`src/rtl/rf_osc_defs.svh`:
```
// offsets, field positions and reset values of the rf/oscillator registers
`ifndef RF_OSC_DEFS_SVH
`define RF_OSC_DEFS_SVH

`define OFS_CRYSTAL_BIAS_CONTROL    8'h86
`define OFS_OSCILLATOR_PLL_STATUS   8'he3
`define OFS_AMPLIFIER_POWER_CONTROL 8'hf1
`define OFS_AMPLIFIER_BIAS_LEVEL    8'hf2

`define POS_OSC_RUNNING   4
`define POS_VCO_GAIN      3
`define POS_SYNTH_LOCK    2
`define POS_PA_SUPPLY     7
`define POS_PREDRV_HI     5
`define POS_PREDRV_LO     0

`define RST_OSC_BIAS      4'h0
`define RST_PA_CTRL       8'h00
`define RST_PA_LEVEL      8'h00
`define RST_STATUS        8'h00

`endif

```
`src/rtl/rf_osc_pkg.sv`:
```
// types shared by the rf/oscillator register bank
package rf_osc_pkg;
    typedef logic [7:0] byte_t;
    typedef logic [1:0] predrv_t;
endpackage

```
`src/rtl/rf_osc_control_regs.sv`:
```
// register bank for crystal oscillator and rf power amplifier control
`timescale 1ns/1ps
`include "rf_osc_defs.svh"

module rf_osc_control_regs
    import rf_osc_pkg::*;
(
    input  wire logic       MCLK_I,
    input  wire logic       ARST_N_I,
    input  wire logic       TMR_RST_I,
    input  wire logic [7:0] ADDR_I,
    input  wire logic [7:0] WDATA_I,
    input  wire logic       WR_I,
    input  wire logic       RD_I,
    input  wire logic       OSC_RUNNING_I,
    input  wire logic       VCO_GAIN_I,
    input  wire logic       SYNTH_LOCK_I,
    output logic      [7:0] RDATA_O,
    output logic      [3:0] OSC_BIAS_CODE_O,
    output logic            PA_SUPPLY_ON_O,
    output logic      [1:0] PREDRIVER_CURRENT_CODE_O,
    output logic      [7:0] PA_OUTPUT_LEVEL_O
);

    // ------------------------------------------------------------
    // reset release
    // ------------------------------------------------------------
    logic       rst_s1_reg;
    logic       rst_n_reg;

    always_ff @(posedge MCLK_I or negedge ARST_N_I) begin
        if (!ARST_N_I) begin
            rst_s1_reg <= 1'b0;
            rst_n_reg  <= 1'b0;
        end else begin
            rst_s1_reg <= 1'b1;
            rst_n_reg  <= rst_s1_reg;
        end
    end

    // ------------------------------------------------------------
    // analog status synchronisers
    // ------------------------------------------------------------
    // three stages; a change counts once stages two and three agree
    logic [2:0] st_s1_reg;
    logic [2:0] st_s2_reg;
    logic [2:0] st_s3_reg;
    logic [2:0] st_reg;

    always_ff @(posedge MCLK_I or negedge rst_n_reg) begin
        if (!rst_n_reg) begin
            st_s1_reg <= 3'h0;
            st_s2_reg <= 3'h0;
            st_s3_reg <= 3'h0;
        end else begin
            st_s1_reg <= {OSC_RUNNING_I, VCO_GAIN_I, SYNTH_LOCK_I};
            st_s2_reg <= st_s1_reg;
            st_s3_reg <= st_s2_reg;
        end
    end

    genvar g;
    generate
        for (g = 0; g < 3; g++) begin : g_filt
            always_ff @(posedge MCLK_I or negedge rst_n_reg) begin
                if (!rst_n_reg) begin
                    st_reg[g] <= 1'b0;
                end else if (st_s2_reg[g] == st_s3_reg[g]) begin
                    st_reg[g] <= st_s3_reg[g];
                end
            end
        end
    endgenerate

    // ------------------------------------------------------------
    // write-only control registers
    // ------------------------------------------------------------
    logic       wr_bias;
    logic       wr_pa;
    logic       wr_lvl;

    assign wr_bias = WR_I && (ADDR_I == `OFS_CRYSTAL_BIAS_CONTROL);
    assign wr_pa   = WR_I && (ADDR_I == `OFS_AMPLIFIER_POWER_CONTROL);
    assign wr_lvl  = WR_I && (ADDR_I == `OFS_AMPLIFIER_BIAS_LEVEL);

    // upper nibble has no storage; written bits are dropped
    always_ff @(posedge MCLK_I or negedge rst_n_reg) begin
        if (!rst_n_reg) begin
            OSC_BIAS_CODE_O <= `RST_OSC_BIAS;
        end else if (TMR_RST_I) begin
            OSC_BIAS_CODE_O <= `RST_OSC_BIAS;
        end else if (wr_bias) begin
            OSC_BIAS_CODE_O <= WDATA_I[3:0];
        end
    end

    // reserved bits of the amp control word are not kept
    always_ff @(posedge MCLK_I or negedge rst_n_reg) begin
        if (!rst_n_reg) begin
            PA_SUPPLY_ON_O           <= 1'b0;
            PREDRIVER_CURRENT_CODE_O <= 2'h0;
        end else if (TMR_RST_I) begin
            PA_SUPPLY_ON_O           <= 1'(`RST_PA_CTRL >> `POS_PA_SUPPLY);
            PREDRIVER_CURRENT_CODE_O <= 2'h0;
        end else if (wr_pa) begin
            PA_SUPPLY_ON_O           <= WDATA_I[`POS_PA_SUPPLY];
            PREDRIVER_CURRENT_CODE_O <= {WDATA_I[`POS_PREDRV_HI],
                                         WDATA_I[`POS_PREDRV_LO]};
        end
    end

    always_ff @(posedge MCLK_I or negedge rst_n_reg) begin
        if (!rst_n_reg) begin
            PA_OUTPUT_LEVEL_O <= `RST_PA_LEVEL;
        end else if (TMR_RST_I) begin
            PA_OUTPUT_LEVEL_O <= `RST_PA_LEVEL;
        end else if (wr_lvl) begin
            PA_OUTPUT_LEVEL_O <= WDATA_I;
        end
    end

    // ------------------------------------------------------------
    // read path
    // ------------------------------------------------------------
    // write-only registers read as zero; only status is visible
    byte_t status_next;

    always_comb begin
        status_next                    = `RST_STATUS;
        status_next[`POS_OSC_RUNNING]  = st_reg[2];
        status_next[`POS_VCO_GAIN]     = st_reg[1];
        status_next[`POS_SYNTH_LOCK]   = st_reg[0];
    end

    always_ff @(posedge MCLK_I or negedge rst_n_reg) begin
        if (!rst_n_reg) begin
            RDATA_O <= 8'h00;
        end else if (RD_I && (ADDR_I == `OFS_OSCILLATOR_PLL_STATUS)) begin
            RDATA_O <= status_next;
        end else begin
            RDATA_O <= 8'h00;
        end
    end

endmodule

```
`config.mk`:
```
export PLATFORM = sky130hd
export DESIGN_NAME = rf_osc_control_regs
export DESIGN_NICKNAME = d
export VERILOG_FILES = /design/src/rtl/rf_osc_pkg.sv /design/src/rtl/rf_osc_control_regs.sv
export VERILOG_INCLUDE_DIRS = /design/src /design/src/rtl
export SDC_FILE = /design/constraint.sdc
export NUM_CORES = 1
export LEC_CHECK = 0
export BUFFER_PORTS_ARGS = -buffer_cell sky130_fd_sc_hd__buf_4
export CAP_MARGIN = 20
export CELL_PAD_IN_SITES_DETAIL_PLACEMENT = 1
export CELL_PAD_IN_SITES_GLOBAL_PLACEMENT = 1
export CORE_AREA = 2 2 61 63
export DETAILED_ROUTE_END_ITERATION = 10
export DIE_AREA = 0 0 63 65
export HOLD_SLACK_MARGIN = 0.12
export PLACE_DENSITY_LB_ADDON = 0.1
export SYNTH_ARGS = -nofsm -noshare
export SYNTH_HDL_FRONTEND = slang
export SYNTH_SLANG_ARGS = --single-unit
export TNS_END_PERCENT = 30
```
`constraint.sdc`:
```
create_clock -name MCLK_I -period 1.7 [get_ports MCLK_I]
set_input_delay 0.34 -clock MCLK_I [delete_from_list [all_inputs] [get_ports MCLK_I]]
set_output_delay 0.34 -clock MCLK_I [all_outputs]
set_load 0.03 [all_outputs]
```
* Word-level counts from Yosys, hierarchy flattened
Cells that the tools add are included.
Word-level totals: register bits 34, bits in latches 0, RAM bits 0, memory bits (read-only) 0, bits of input ports 24, output and inout bits 23, memories 0
Cells by class: $add $sub $neg 0, $mul 0, div/mod/pow operators 0, order comparisons 0, equal/unequal tests 7, shift-type cells 0, mux-type cells 9, bitwise gates (word level) 0, reductions and logical operators 7
Operators by type and width (count):
- $eq A8 B8 Y1 const B | 4
- $mux W8 | 2
- $mux W4 | 2
- $reduce_bool A2 Y1 | 3
- $mux W5 | 1
- $logic_and A1 B1 Y1 | 4
- $mux W2 | 2
- $eq A1 B1 Y1 | 3
- $mux W1 | 2

* Longest topological paths before layout
depth after elaboration 4, gate-level depth with buffers 5, mapped depth without buffers 3

* Least setup slack after synthesis
Ideal clock, no wire load.
path kind input to register, from input ADDR_I[3], to register PA_SUPPLY_ON_O, library setup time 0.123 ns, arrival 1.219 ns, data required time 1.577 ns, setup slack 0.357 ns, stages on the path 4, buffers on the path 1, cells stage by stage nand4b_2 -> or4_1 -> buf_2 -> mux2i_1
Between the ends: cells in the longest elaborated chain, start to end 3
RTL lines:
- start, declared | line rf_osc_control_regs.sv:11 | input wire logic [7:0] ADDR_I,
- $eq A8 B8 Y1 (no source line)
- $logic_and A1 B1 Y1 | line rf_osc_control_regs.sv:83 | assign wr_pa = WR_I && (ADDR_I == `OFS_AMPLIFIER_POWER_CONTROL);
- $reduce_bool A2 Y1 (no source line)
- end signal, assigned | line rf_osc_control_regs.sv:103 | PA_SUPPLY_ON_O <= 1'(`RST_PA_CTRL >> `POS_PA_SUPPLY);
- end signal, assigned | line rf_osc_control_regs.sv:106 | PA_SUPPLY_ON_O <= WDATA_I[`POS_PA_SUPPLY];
- end, declared | line rf_osc_control_regs.sv:20 | output logic PA_SUPPLY_ON_O,
No other way between the ends. A chain may end at the register's enable or synchronous reset.

* Final worst setup path
from register OSC_BIAS_CODE_O[0], to output OSC_BIAS_CODE_O[0]
RTL lines:
- start, declared | line rf_osc_control_regs.sv:19 | output logic [3:0] OSC_BIAS_CODE_O,
- start signal, assigned | line rf_osc_control_regs.sv:89 | OSC_BIAS_CODE_O <= `RST_OSC_BIAS;
- start signal, assigned | line rf_osc_control_regs.sv:91 | OSC_BIAS_CODE_O <= `RST_OSC_BIAS;
- start signal, assigned | line rf_osc_control_regs.sv:93 | OSC_BIAS_CODE_O <= WDATA_I[3:0];
No word-level cell between the ends.

==> results.yml <==
status:
  outcome: "completed"
cts:
  cts.path.max_buffers: 2
  clock_latency_ns: 0.33
  cts_inserted_buffers: 5
  clkTransAtPathRegs_ns: 0.10
  cts.sinks: 32
  cts_tree: "built"
  cts_max_level: 2
  cts_resized: 0
  cts_root_buffer: "clkbuf_4"
floorplanning:
  initial_utilization_pct: 39.0
  die_x_um: 63
  io_pins: 47
  rows: 22
  core_sq_mm: 0.00350
  dieArea_sq_mm: 0.00410
  die_y_um: 65
route:
  drt-initial-drc-count: 21
  ant_nets: 0
  routed_wl_um: 2790
  drc: 0
  wire_per_inst_um: 13.8
  viasPerCell: 4.80
  firstDrtPassIters: 4
  dr_total_vias: 969
cells_and_area:
  antenna_cells: 0
  largest-register: "PA_OUTPUT_LEVEL_O"
  largest_reg_flops: 8
  reg.largest.list: "PA_OUTPUT_LEVEL_O (8), OSC_BIAS_CODE_O (4)"
  fin_nets: 178
  area_delta_synth_final_pct: 33.8
  fin_area_sq_mm: 0.00183
  drive_gt1_share_pct: 36.4
yosys:
  synth_top_area_share_pct: 58.7
  ys_warn_count: 0
  syn_area_sq_mm: 0.00137
  synthFlopType: "dfrtp_1"
  synth.most_common_cell: "dfrtp_1"
  avgSynthCellArea_sq_um: 13.1
  yosysTopAreaCell: "dfrtp_1"
  synth_seq_cells: 32
  synth-async-reset-ratio_pct: 100
  synth.distinct_cells: 25
  ys_top_cells_by_area: "dfrtp_1 (59%), nand2b_1 (8.7%), mux2i_1 (8.1%)"
  synthCells: 104
  seq_area_frac_synth_pct: 58.7
  synth_edf_count: 0
  yosys-top-cells-count: "dfrtp_1 (32), nand2b_1 (19), mux2i_1 (11)"
sta:
  clock_skew_ns: 0.0117
  slew_viol_final: 0
  max_freq_mhz: 805
  finalCritPeriodShare_pct: 73.1
  rsz0062_at_grt: "no"
  setup_viol: 0
  fin_tns_setup_ns: 0
  fin_crit_ns: 1.24
  final_hold_viol_count: 0
critical_path:
  cp_slowest_cell: "dfrtp_1"
  cpLargestDelayFamily: "flip-flops"
  path_cells: "buf_4"
  max_stage_delay_ns: 0.40
  crit_path_start_kind: "flip-flop"
  crit_arrival_ns: 0.90
  critPathKind: "reg -> out"
  critPathBufInv: 1
  cp-end-kind: "output pin"
  regToRegSetupSlack_ns: 0.84
  cp.required_ns: 1.36
  crit_fanout: 2
placement:
  place_congestion: 0.787
  hpwl_um: 2120
  place_area_sq_mm: 0.00172
  io_buffers: 41
power:
  powerDensity_mw_per_mm2: 763
  p_leak_nw: 0.892
  ir_worst_vdd_uv: 496
global_routing:
  grt_pass1_wl_um: 4910
  grt_overflow_total: 0
  grt_max_degree: 24
  grt.total_usage_pct: 15.9
  grt_pass1_vias: 1092
  antenna_found_initial: 0
hold_path:
  hp-class: "reg -> async"
flow_run:
  maxCapViolCount: 0
## repair_timing
| item | in CTS | in global routing |
|---|---|---|
| setup buffers | 0 | 0 |
| hold buffers | 4 | 0 |
| hold endpoints to repair | 5 | 0 |
## metal layers
metal | global-route usage [%] | share of wire (%)
met1 | 18.3 | 42
met2 | 25.7 | 49
met3 | 6.60 | 6.9
met4 | 7.78 | 2.4
met5 | 0 | 0
## cell families after synthesis
family          Yosys count  share of synthesized area, %
flops                    32                          58.7
mux                      11                          8.07
fa+ha+maj                 3                          2.20
other cells               2                         0.550
buf+inv                  10                          4.77
compound gates            8                          3.67
simple gates             38                          22.1
## cells in the final DEF (no fill, tap or decap)
cell type / Yosys / routed
dfrtp_1: 32 / 32
and2b_1: 1 / 1
and4bb_2: 1 / 1
nand4_1: 4 / 4
dlygate4sd3_1: 0 / 4
o31ai_1: 4 / 4
buf_12: 0 / 1
nor4b_4: 1 / 1
clkbuf_4: 0 / 5
or4b_4: 1 / 1
and2_1: 3 / 3
nand4bb_1: 2 / 2
a21oi_1: 4 / 4
conb_1: 2 / 6
nand3b_4: 1 / 1
maj3_1: 3 / 3
nor3_1: 1 / 1
nand2b_1: 19 / 19
mux2i_1: 11 / 11
buf_4: 5 / 43
inv_1: 1 / 1
nor3b_1: 1 / 1
nand4b_2: 1 / 1
nand2_1: 1 / 1
clkbuf_8: 0 / 2
or4_1: 1 / 1
## power breakdown
group,switching [W],internal [W],total [W]
Combinational,0.0000667,0.0000693,0.000136
Clock,0.000230,0.000234,0.000464
Sequential,0.0000134,0.000781,0.000795
Total,0.000310,0.00108,0.00139
## final timing paths
kind	from	cells past startpoint	end
min in group MCLK_I	WDATA_I[1]	3	OSC_BIAS_CODE_O[1]
worst max-delay path	OSC_BIAS_CODE_O[0]	1	OSC_BIAS_CODE_O[0]
max in group asynchronous	rst_n_reg	1	st_s1_reg[2]
worst max register to register	st_s2_reg[0]	1	st_reg[0]
worst min register to register	rst_n_reg	0	PA_OUTPUT_LEVEL_O[5]
worst min-delay path	rst_n_reg	0	PA_OUTPUT_LEVEL_O[5]
## area by class of cell
cell class                      count  area (sq um)
Clock buffer                        7          65.1
Inverter                            1          3.75
Sequential cell                    32           801
Tap cell                           48          60.1
Multi-Input combinational cell     66           514
Fill cell                         378          1670
Timing Repair Buffer               48           383
## per-stage QoR
step                      setup WS (ns)  util [%]  total power, W  hold slack (ns)  instances
after CTS                         0.425      52.3         0.00143            0.215        202
after detailed placement          0.175      49.2        0.000941            0.124        191
after global placement            0.206      49.2        0.000936            0.123        191
after floorplan                   0.357         -        0.000879           0.0444        108
after global routing              0.389      52.3         0.00148            0.235        202
final                             0.458      52.3         0.00139            0.197        202
No activity file was read; power rests on OpenSTA's default activity.
